### src/hw/sdvc_defs.vh
`ifndef SDVC_DEFS_VH
`define SDVC_DEFS_VH

// Register offsets within the block's window.
`define SDVC_OFS_CTRL        12'h000
`define SDVC_OFS_CODE        12'h004
`define SDVC_OFS_DIV         12'h008

// Control register fields.
`define SDVC_CTRL_EN_BIT     0
`define SDVC_CTRL_PREC_LSB   1
`define SDVC_CTRL_PREC_MSB   3
`define SDVC_CTRL_TSI_BIT    8
`define SDVC_CTRL_OUT_BIT    9

// Reset values.
`define SDVC_CTRL_RST        4'h0
`define SDVC_CODE_RST        16'h0000
`define SDVC_DIV_RST         16'h0000

// Precision limits: code width is the minimum plus the select field.
`define SDVC_MIN_BITS        5'h09
`define SDVC_MAX_BITS        16

`endif

### src/hw/sdvc_top.v
`timescale 1ns/10ps
`default_nettype none

`include "sdvc_defs.vh"

// Functional notes
// Result leaves on one pin as a single-bit interpolated stream.
// Code width is programmable from 9 to 16 bits.
// Output takes only the levels 0 and 1, by sigma-delta interpolation.
// Density of ones makes the average proportional to the input code.
// Interpolation rate follows the selected resolution and divider.
// In transport stream mode the output steers the system clock oscillator.
// Control at 0x000, input code at 0x004, divider at 0x008; rest reserved.
// Each divided tick adds code into accumulator; overflow drives output high.
module sdvc_top (
  // Clock and reset
  input  wire        core_clk,
  input  wire        reset_n,
  // Register port
  input  wire        reg_sel,
  input  wire        reg_we,
  input  wire [11:0] reg_addr,
  input  wire [31:0] reg_wdata,
  output reg  [31:0] reg_rdata,
  output reg         reg_ack,
  // Video port mode
  input  wire        transport_stream_mode,
  // Converter output
  output reg         dac_bit_out,
  output reg         stc_vcxo_ctrl
);

  // Software-visible state. Only the bits that the converter uses are kept.
  reg  [3:0]  interp_control_reg_q;
  reg  [3:0]  interp_control_reg_d;
  reg  [15:0] interp_input_code_reg_q;
  reg  [15:0] interp_input_code_reg_d;
  reg  [15:0] interp_clock_divider_reg_q;
  reg  [15:0] interp_clock_divider_reg_d;

  // Interpolation tick divider.
  reg  [15:0] div_cnt_q;
  reg  [15:0] div_cnt_d;
  reg         tick_q;
  reg         tick_d;

  // Register read port.
  reg  [31:0] rdata_d;
  reg  [31:0] reg_rdata_d;
  reg         reg_ack_d;

  // Output stage.
  reg         dac_bit_out_d;
  reg         stc_vcxo_ctrl_d;

  // Address decode; every other offset in the window is reserved.
  wire        hit_ctrl = (reg_addr == `SDVC_OFS_CTRL);
  wire        hit_code = (reg_addr == `SDVC_OFS_CODE);
  wire        hit_div  = (reg_addr == `SDVC_OFS_DIV);
  wire        wr_en    = reg_sel & reg_we;
  wire        rd_en    = reg_sel & ~reg_we;

  // Control fields; the code width is nine plus the precision field.
  wire        enable   = interp_control_reg_q[`SDVC_CTRL_EN_BIT];
  wire [2:0]  prec_sel = interp_control_reg_q[`SDVC_CTRL_PREC_MSB:`SDVC_CTRL_PREC_LSB];

  // Converter timing. The divider wraps once the count reaches the programmed value.
  wire        div_wrap = (div_cnt_q >= interp_clock_divider_reg_q);
  // Accumulator carry; it changes only on ticks, or when disable clears it.
  wire        carry;

  // Control register. Bits 8 and 9 of the control word are status only and
  // are never stored.
  always @* begin
    interp_control_reg_d = interp_control_reg_q;
    if (wr_en && hit_ctrl) begin
      interp_control_reg_d = reg_wdata[`SDVC_CTRL_PREC_MSB:0];
    end
  end

  always @(posedge core_clk or negedge reset_n) begin
    if (!reset_n) begin
      interp_control_reg_q <= `SDVC_CTRL_RST;
    end else begin
      interp_control_reg_q <= interp_control_reg_d;
    end
  end

  // Input code register. The code is stored whole and masked by the
  // converter, so a later precision change needs no rewrite of the code.
  always @* begin
    interp_input_code_reg_d = interp_input_code_reg_q;
    if (wr_en && hit_code) begin
      interp_input_code_reg_d = reg_wdata[15:0];
    end
  end

  always @(posedge core_clk or negedge reset_n) begin
    if (!reset_n) begin
      interp_input_code_reg_q <= `SDVC_CODE_RST;
    end else begin
      interp_input_code_reg_q <= interp_input_code_reg_d;
    end
  end

  // Divider register. A write to a reserved offset matches no register and
  // is dropped.
  always @* begin
    interp_clock_divider_reg_d = interp_clock_divider_reg_q;
    if (wr_en && hit_div) begin
      interp_clock_divider_reg_d = reg_wdata[15:0];
    end
  end

  always @(posedge core_clk or negedge reset_n) begin
    if (!reset_n) begin
      interp_clock_divider_reg_q <= `SDVC_DIV_RST;
    end else begin
      interp_clock_divider_reg_q <= interp_clock_divider_reg_d;
    end
  end

  // Read mux; reserved offsets and bits read as zero.
  always @* begin
    rdata_d = 32'h00000000;
    case (reg_addr)
      `SDVC_OFS_CTRL: begin
        rdata_d[`SDVC_CTRL_PREC_MSB:0] = interp_control_reg_q;
        rdata_d[`SDVC_CTRL_TSI_BIT]    = transport_stream_mode;
        rdata_d[`SDVC_CTRL_OUT_BIT]    = dac_bit_out;
      end
      `SDVC_OFS_CODE: begin
        rdata_d[15:0] = interp_input_code_reg_q;
      end
      `SDVC_OFS_DIV: begin
        rdata_d[15:0] = interp_clock_divider_reg_q;
      end
      default: begin
        rdata_d = 32'h00000000;
      end
    endcase
  end

  // Every access is acknowledged one cycle later, reserved offsets included,
  // so software never waits on a hole in the map.
  always @* begin
    reg_ack_d   = reg_sel;
    reg_rdata_d = 32'h00000000;
    if (rd_en) begin
      reg_rdata_d = rdata_d;
    end
  end

  // Read data is registered so that it stands in the cycle of the acknowledge.
  // A write returns zero data.
  always @(posedge core_clk or negedge reset_n) begin
    if (!reset_n) begin
      reg_rdata <= 32'h00000000;
      reg_ack   <= 1'b0;
    end else begin
      reg_ack   <= reg_ack_d;
      reg_rdata <= reg_rdata_d;
    end
  end

  // Divider: one interpolation tick every divider+1 core clocks. A full
  // sigma-delta period spans 2^width ticks, so resolution trades against
  // the rate at which the output pattern repeats. A divider of zero ticks
  // on every clock.
  always @* begin
    div_cnt_d = div_cnt_q + 16'h0001;
    tick_d    = 1'b0;
    if (!enable) begin
      div_cnt_d = 16'h0000;
    end else if (div_wrap) begin
      div_cnt_d = 16'h0000;
      tick_d    = 1'b1;
    end
  end

  always @(posedge core_clk or negedge reset_n) begin
    if (!reset_n) begin
      div_cnt_q <= 16'h0000;
      tick_q    <= 1'b0;
    end else begin
      div_cnt_q <= div_cnt_d;
      tick_q    <= tick_d;
    end
  end

  // The accumulator runs only on ticks; its carry is the next output bit.
  // Disable clears it at once, so a re-enabled converter starts from zero.
  sdvc_accum u_accum (
    .core_clk (core_clk),
    .reset_n  (reset_n),
    .tick     (tick_q),
    .enable   (enable),
    .prec_sel (prec_sel),
    .code     (interp_input_code_reg_q),
    .carry_q  (carry)
  );

  // The carry holds between ticks, so the pin toggles no faster than the tick.
  // The steering pin follows the bit only in transport stream mode and rests
  // low otherwise; both pins change on the same edge.
  always @* begin
    dac_bit_out_d   = carry;
    stc_vcxo_ctrl_d = carry & transport_stream_mode;
  end

  always @(posedge core_clk or negedge reset_n) begin
    if (!reset_n) begin
      dac_bit_out   <= 1'b0;
      stc_vcxo_ctrl <= 1'b0;
    end else begin
      dac_bit_out   <= dac_bit_out_d;
      stc_vcxo_ctrl <= stc_vcxo_ctrl_d;
    end
  end

endmodule // sdvc_top

`default_nettype wire

### src/hw/sdvc_accum.v
`timescale 1ns/10ps
`default_nettype none

`include "sdvc_defs.vh"

module sdvc_accum (
  // Clock and reset
  input  wire        core_clk,
  input  wire        reset_n,
  // Control
  input  wire        tick,
  input  wire        enable,
  input  wire [2:0]  prec_sel,
  input  wire [15:0] code,
  // Result
  output reg         carry_q
);

  reg  [15:0] acc_q;
  wire [4:0]  width;
  wire [15:0] mask;
  wire [16:0] sum;
  wire [15:0] sum_masked;
  wire        carry_d;

  // Code width in bits: the minimum plus the precision select, 9 to 16.
  assign width = {2'b00, prec_sel} + `SDVC_MIN_BITS;

  // Bit i is kept when it lies below the selected code width.
  genvar i;
  generate
    for (i = 0; i < `SDVC_MAX_BITS; i = i + 1) begin : g_mask
      assign mask[i] = (i < width) ? 1'b1 : 1'b0;
    end
  endgenerate

  assign sum        = {1'b0, acc_q & mask} + {1'b0, code & mask};
  assign sum_masked = sum[15:0] & mask;
  // Carry out of the top bit of the selected width is the overflow.
  assign carry_d    = (sum[16:0] > {1'b0, mask}) ? 1'b1 : 1'b0;

  always @(posedge core_clk or negedge reset_n) begin
    if (!reset_n) begin
      acc_q   <= 16'h0000;
      carry_q <= 1'b0;
    end else if (!enable) begin
      acc_q   <= 16'h0000;
      carry_q <= 1'b0;
    end else if (tick) begin
      acc_q   <= sum_masked;
      carry_q <= carry_d;
    end
  end

endmodule // sdvc_accum

`default_nettype wire

### config.mk
export PLATFORM = sky130hd
export DESIGN_NAME = sdvc_top
export DESIGN_NICKNAME = d
export VERILOG_FILES = /design/src/hw/sdvc_top.v /design/src/hw/sdvc_accum.v
export VERILOG_INCLUDE_DIRS = /design/src /design/src/hw
export SDC_FILE = /design/constraint.sdc
export NUM_CORES = 1
export LEC_CHECK = 0
export BUFFER_PORTS_ARGS = -buffer_cell sky130_fd_sc_hd__buf_4
export CAP_MARGIN = 15
export CORE_MARGIN = 3
export CORE_UTILIZATION = 40
export DETAILED_ROUTE_END_ITERATION = 10
export SLEW_MARGIN = 20
export SYNTH_ARGS = -nofsm -noshare
export SYNTH_HDL_FRONTEND = slang
export SYNTH_HIERARCHICAL = 1
export SYNTH_SLANG_ARGS = --single-unit
### constraint.sdc
create_clock -name core_clk -period 6.15 [get_ports core_clk]
set_input_delay 0.3075 -clock core_clk [delete_from_list [all_inputs] [get_ports core_clk]]
set_output_delay 0.3075 -clock core_clk [all_outputs]
set_load 0.05 [all_outputs]
==> summary.md, run 1 <==
| Metric | Value |
|---|---|
| Status | completed |
| Clk pwr share | 43.8% |
| H-tree Lvls | 3 |
| Power per cell area | 172 nW/µm² |
| Syn avg cell area | 10.3 µm² |
| Core area | 14600 µm² |
| Final hold vios | 0 |
| Asr flop ratio synth | 100% |
| Maximum clock frequency | 190 MHz |
| Transition time at the pin with the least slew margin | 0.921 ns |
| Mapped cell area | 6030 µm² |
| Tmin final | 5.27 ns |
| Count leader, synth | dfrtp_1 |
| Grt ovf | 0 |
| Final count of negative-setup-slack endpoints | 0 |
| Headroom to the max-slew limit | 38.5% |
| IO buf count | 51 |
| Net switching power | 0.286 mW |
| FP Rows | 44 |
| Startpoint types | register |
| Sequential area share after synthesis | 37.0% |
| Ranking of synthesized cells by area | dfrtp_1 (37%), ha_1 (14%), mux2_4 (5.0%) |
| CTS tree | built |
| Final slew viol count | 0 |
| First-pass GRT wire length | 22.4 mm |
| Worst-path clk slew | 0.06 ns |
| Primary FF master, synth | dfrtp_1 |
| CP arrival | 5.49 ns |
| Reg2Reg Setup Slack | 0.88 ns |
| Setup Skew | 0.00841 ns |
| Via Count | 4258 |
| Starting Density | 41.2% |
| Sw frac | 24.6% |
| CP endpoint kind | register |
| Peak supply drop | 0.138 mV |
| Mapped Cells | 583 |
| Die Footprint | 16600 µm² |
| Max Cap Viol | 0 |
| WP data required | 6.37 ns |
| Bufs and invs on worst path | 3 |
| GPL Wtd Cong | 0.863 |
| Layout cell share with drive strength beyond 1 | 17.4% |
| Crit-path max FO | 8 |
| Total negative setup slack | 0 ns |
| Clk_lat worst skew | 0.35 ns |
| Syn-to-layout area delta | 12.6% |
| Final period util | 85.7% |
| WP depth | 21 |
| Reg-to-Reg Start | interp_control_reg_q[1] |
| Non-filler cells, final | 823 |
| Worst R2R End | u_accum/carry_q |
| Number of synthesis warnings | 6 |
| DRT Pass-1 Iters | 4 |
| Root buf cell | clkbuf_16 |
| Worst setup path end | u_accum/carry_q |
| Power Internal | 0.878 mW |
| Antenna-violating nets left | 0 |
| Crit-path most repeated cell | ha_1 |
| Worst min path class | in2reg |
| Initial drt markers | 231 |
| Area leader, netlist | dfrtp_1 |
| GR Util All Layers | 17.1% |
| Leak | 3.40 nW |
| DIE WIDTH | 129 µm |
| Post-synth EDFFs | 0 |
| Worst Setup SP | interp_control_reg_q[1] |
| RSZ-0062 raised after global routing | no |
| Chip Height | 129 µm |
| N_diodes | 0 |
| Num CTS Buffers | 9 |
| DR vias/cell | 5.17 |
| Initial antenna violation count | 0 |
| Avg WL per Cell | 16.4 µm |
| Share of the synthesized area in the top cell type | 37.0% |
| Dpl cells | 806 |
| Seq cells post-synth | 89 |
| Sequential share of power | 50.4% |
| CTS resizes | 0 |
| Fin Hold WS | 0.0790 ns |
| Critical-path cell list | ha_1 -> ha_1 -> or3_1 -> inv_1 -> nand2_1 -> inv_1 -> nor2b_1 -> ha_1 -> inv_1 -> fa_1 -> nand2b_1 -> a21oi_1 -> nor3b_2 -> o311ai_2 -> xor2_1 -> ha_1 -> or4_4 -> nor4b_4 -> nand4_2 -> o2111ai_2 -> o211ai_2 |
| Crit-path leading delay family | simple AND/OR/NAND/NOR gates |
| Bufs on Longest Clock Path | 2 |
| CP max stage cell | or4_4 |
| CP max stage delay | 0.57 ns |
| Worst Path Class, Setup | reg2reg |
| Synth cell types | 63 |
| Fin nets | 751 |
| Top-Level Pins | 84 |
| Reg2Reg Depth | 21 |
| Synth top cells by count | dfrtp_1 (89), ha_1 (67), nor2_1 (50), inv_1 (44), nand2_1 (32) |
| Comb pwr share | 5.7% |
| DRC viols | 0 |
| Clock Sink Count | 89 |
| DP Wirelength | 10.2 mm |
| Number of global-route vias before repair | 4247 |
| Total Wirelength | 13.5 mm |
| Final Power | 1.16 mW |
| Largest net degree at the start of global routing | 54 |
worst register-to-register path: cells and delay by family, from the launching register on:
| family | cells | cell delay, ns |
|---|---|---|
| adder cells (fa/ha/maj) | 5 | 1.53 |
| AND/OR/NAND/NOR | 8 | 1.75 |
| flip-flops | 1 | 0.49 |
| buffers and inverters | 3 | 0.26 |
| AO/OA/AOI/OAI | 4 | 0.88 |
| XOR/XNOR | 1 | 0.24 |
placed cells by master (no fill, tap or decap), types with 3 or more instances in the layout:
cell	instances
nand2_1	32
inv_1	44
mux2i_1	16
dfrtp_1	88
nor2_1	50
nor2b_1	26
nor3_1	7
clkinv_2	3
nand3_1	7
a2111oi_1	6
xor2_1	13
nand2b_1	8
conb_1	16
a22oi_1	16
buf_4	53
a31oi_1	3
and3_1	5
mux2_4	20
ha_1	67
and2_1	24
xnor2_1	14
a21o_1	9
and4_1	3
o21a_1	4
a21oi_1	19
a211oi_1	4
mux2_1	16
nand4_1	3
clkbuf_16	9
o21ai_0	9
per-stage QoR:
stage / instance area, µm² / worst slack, ns / utilization [%]
floorplan: 6080 / 1.49 / -
global placement: 6510 / 1.03 / 44.5
detailed placement: 6510 / 0.912 / 44.5
CTS: 6790 / 0.898 / 46.3
global route: 6790 / 0.471 / 46.3
finish: 6790 / 0.879 / 46.3
final cells by class:
cell class	instances	area (µm²)
sequential	89	2230
inverter	44	165
clock buffer	11	233
fill	1370	7860
tap	184	230
clock inverter	5	32.5
timing repair buffer	54	408
multi-input combinational	436	3490
state kept, by name, indices dropped and copies added (netlist names), 4 cells and up:
register	count
div_cnt_q	16
interp_clock_divider_reg_q	16
interp_input_code_reg_q	16
reg_rdata	16
u_accum/acc_q	16
interp_control_reg_q	4
power by group through the flow:
stage / sequential, mW / clock, mW / combinational [mW]
floorplan: 0.599 / 0 / 0.0387
global placement: 0.598 / 0 / 0.0665
detailed placement: 0.598 / 0 / 0.0674
CTS: 0.587 / 0.525 / 0.0678
global route: 0.587 / 0.547 / 0.0726
finish: 0.587 / 0.511 / 0.0668
kinds of logic (layout without fill, tap and decap cells):
group                    after synthesis  in the layout  synth area share [%]
AO/OA/AOI/OAI                         87             87                  10.6
flip-flops                            89             89                  37.0
buffers and inverters                 73            114                  6.08
multiplexers                          52             52                  10.6
adder cells (fa/ha/maj)               68             68                  14.2
XOR/XNOR                              27             27                  3.92
other                                  1             16                0.0622
AND/OR/NAND/NOR                      186            186                  17.5
per-layer routing:
layer	up-vias	track usage (%)	share of wire [%]
li1	2084	-	-
met1	2079	23.9	49
met2	84	27.3	46
met3	11	4.19	4.1
met4	0	3.27	0.94
met5	-	0	0
repair_timing:
| item | CTS | global route |
|---|---|---|
| hold buffers | 1 | 0 |
| endpoints found under the hold margin | 36 | 0 |
| setup buffers | 0 | 0 |
how the worst min path moves through the flow:
stage	start	end	slack, ns	depth (start not counted)
after floorplan	reset_n	dac_bit_out	0.01	0
after global placement	reset_n	interp_input_code_reg_q[13]	0.31	1
after detailed placement	reset_n	interp_input_code_reg_q[13]	0.31	1
after CTS	reg_sel	reg_ack	0.07	1
after global routing	reg_sel	reg_ack	0.07	1
final	reg_sel	reg_ack	0.08	1
(Power assumes the default switching activity.)
==> run 2, diff against run 1 <==
Settings changed: SYNTH_HIERARCHICAL 1 to not set.
==> run 2 against run 1 <==
Effect of this change: non-clock buffer count up 1; global-route usage up 0.27 points; critical path type unchanged; sequential cell count unchanged; critical path depth down 2; final area down 2.9%; register-to-register slack worse by 0.22 ns; worst setup slack worse by 0.22 ns; synthesized cell count up 0.51%; first-iteration DRC count down 2.2%; utilization up 0.74 points; synthesized area down 4.4%; largest cell class unchanged.
==> summary.md, run 2 <==
| Metric | Value |
|---|---|
| Root buf cell | clkbuf_16 |
| Dpl cells | 803 |
| Clk_lat worst skew | 0.35 ns |
| GR Util All Layers | 17.4% |
| Tmin final | 5.49 ns |
| Worst Path Class, Setup | reg2reg |
| Initial drt markers | 226 |
| Peak supply drop | 0.140 mV |
| Non-filler cells, final | 820 |
| Total negative setup slack | 0 ns |
| Bufs on Longest Clock Path | 2 |
| WP data required | 6.35 ns |
| Setup Skew | 0.00750 ns |
| Clock Sink Count | 89 |
| Reg2Reg Setup Slack | 0.66 ns |
| M1 WL | 6.06 mm |
| Proportion of synthesized area in mux cells | 7.34% |
| Fin nets | 752 |
| Share of the synthesized area in the top cell type | 38.7% |
| Seq cells post-synth | 89 |
| Mapped cell area | 5760 µm² |
| Largest net degree at the start of global routing | 65 |
| Primary FF master, synth | dfrtp_1 |
| Chip Height | 126 µm |
| DP Wirelength | 9.85 mm |
| Simple-Gate Fraction of Synth Area | 16.9% |
| Met2 Wirelength | 6.44 mm |
| DRT Pass-1 Iters | 4 |
| Count leader, synth | dfrtp_1 |
| Xor/xnor cell area share of the yosys netlist | 4.10% |
| Reg2Reg Depth | 19 |
| Top-Level Pins | 84 |
| Starting Density | 41.2% |
| Worst min path class | in2reg |
| First-pass GRT wire length | 22.3 mm |
| Main combinational cell family by area after synthesis | simple AND/OR/NAND/NOR gates |
| Final hold vios | 0 |
| Startpoint types | register |
| Total Wirelength | 13.2 mm |
| GPL Wtd Cong | 0.854 |
| Ranking of synthesized cells by area | dfrtp_1 (39%), ha_1 (15%), nor2_1 (3.3%) |
| Asr flop ratio synth | 100% |
| Sequential area share after synthesis | 38.7% |
| Worst Hold Path EP | reg_ack |
| FP Rows | 43 |
| Synth top cells by count | dfrtp_1 (89), ha_1 (67), nor2_1 (51), inv_1 (45), nand2_1 (34) |
| Core area | 14000 µm² |
| Post-synthesis compound-gate area fraction | 11.6% |
| Status | completed |
| Number of synthesis warnings | 0 |
| Met3 routed WL | 353 µm |
| CP arrival | 5.70 ns |
| Antenna-violating nets left | 0 |
| Top Layer Used | met4 |
| CP endpoint kind | register |
| Syn-to-layout area delta | 14.3% |
| Crit-path max FO | 8 |
| Power per cell area | 191 nW/µm² |
| H-tree Lvls | 3 |
| Headroom to the max-slew limit | 32.2% |
| Adder-cell share of the synthesized area | 14.9% |
| DRC viols | 0 |
| Most frequent cells in the layout | dfrtp_1 (88), ha_1 (67), buf_4 (54) |
| Via Count | 4248 |
| Mapped Cells | 586 |
| Final period util | 89.3% |
| Initial antenna violation count | 0 |
| Reg-to-Reg Start | interp_control_reg_q[1] |
| IO buf count | 51 |
| Maximum clock frequency | 182 MHz |
| Worst R2R End | u_accum.carry_q |
| Syn avg cell area | 9.83 µm² |
| Number of global-route vias before repair | 4418 |
| CTS tree | built |
| Layout cell share with drive strength beyond 1 | 14.8% |
| DIE WIDTH | 126 µm |
| Post-synth EDFFs | 0 |
| Commonest non-fill, non-tap cell in the layout | dfrtp_1 |
| Avg WL per Cell | 16.2 µm |
| Area leader, netlist | dfrtp_1 |
| DR vias/cell | 5.18 |
| Die Footprint | 15900 µm² |
| Num CTS Buffers | 9 |
| Final count of negative-setup-slack endpoints | 0 |
| Fillers | 1357 |
| Grt ovf | 0 |
| Min-Delay Startpoint | reg_sel |
| Max Cap Viol | 0 |
| Hold depth | 1 |
| Final slew viol count | 0 |
| Leak | 3.39 nW |
| Worst-path clk slew | 0.07 ns |
| N_diodes | 0 |
| Synth cell types | 55 |
| RSZ-0062 raised after global routing | no |
| Transition time at the pin with the least slew margin | 1.02 ns |
run 2: changes by cell type in the layout (fill, tap and decap cells not counted), sizes merged, moves of 6 or more:
| cell | previous run | this run |
|---|---|---|
| a2111oi | 7 | 1 |
| nand3 | 8 | 14 |
| a22oi | 16 | 10 |
| o21ai | 11 | 25 |
| mux2 | 36 | 20 |
| a222oi | 0 | 6 |
run 2: worst max path at each step:
stage	start	end	cells after the start
after floorplan	interp_control_reg_q[1]	u_accum.carry_q	19
after global placement	interp_control_reg_q[1]	u_accum.carry_q	19
after detailed placement	interp_control_reg_q[1]	u_accum.carry_q	19
after CTS	interp_control_reg_q[1]	u_accum.carry_q	19
after global routing	interp_control_reg_q[1]	u_accum.carry_q	19
final	interp_control_reg_q[1]	u_accum.carry_q	19
run 2: routing by layer:
metal  global-route usage, %  vias up
met5                       0        -
li1                        -     2098
met3                    2.76       25
met2                    28.3       62
met4                    7.70        0
met1                    23.0     2063
run 2: cell families after synthesis:
| group | count (synthesis) |
|---|---|
| adders and majority gates | 68 |
| DFF | 89 |
| buffers and inverters | 77 |
| xor gates and xnor gates | 27 |
| other | 1 |
| AOI/OAI and AO/OA | 101 |
| and+or+nand+nor | 187 |
| muxes | 36 |
run 2: power by group:
part	switching (mW)	total [mW]	internal [mW]
Clock	0.251	0.612	0.361
Combinational	0.0448	0.0617	0.0170
Sequential	0.000739	0.587	0.586
Total	0.297	1.26	0.964
run 2: critical path, stage by stage (launching register included):
cell and delay, ns:
dfrtp_1 0.46, ha_1 0.23, ha_1 0.40, nor3_1 0.11
nand2b_1 0.21, and2_1 0.17, ha_1 0.19, inv_1 0.07
fa_1 0.40, nand2b_1 0.19, a21oi_1 0.22, nor3b_1 0.11
o311ai_0 0.67, xor2_1 0.19, ha_1 0.35, or4_1 0.55
nor4b_1 0.42, nand4_1 0.13, o2111ai_1 0.13, o221ai_1 0.14
run 2: through the flow:
step                      util [%]  total power [mW]  hold slack (ns)  area, µm²  setup WS [ns]
final                         47.1              1.26            0.120       6590          0.659
after global routing          47.1              1.30            0.116       6590         0.0793
after CTS                     47.1              1.28            0.106       6590          0.604
after detailed placement      44.7             0.661            0.244       6250          0.647
after global placement        44.7             0.660            0.241       6250          0.739
after floorplan                  -             0.634           0.0119       5820           1.44
run 2: cell type report:
type                            instances  area, µm²  area share, %
Timing Repair Buffer                   55        415           6.31
Multi-Input combinational cell        435       3220           48.9
Tap cell                              180        225           3.42
Clock inverter                          7        101           1.54
Sequential cell                        89       2230           33.8
Inverter                               45        169           2.56
Clock buffer                            9        225           3.42
run 2: timing repair:
item,in CTS,in global routing
hold buffers,1,0
gates resized for setup,0,0
buffers inserted,0,0
hold endpoints to repair,25,0
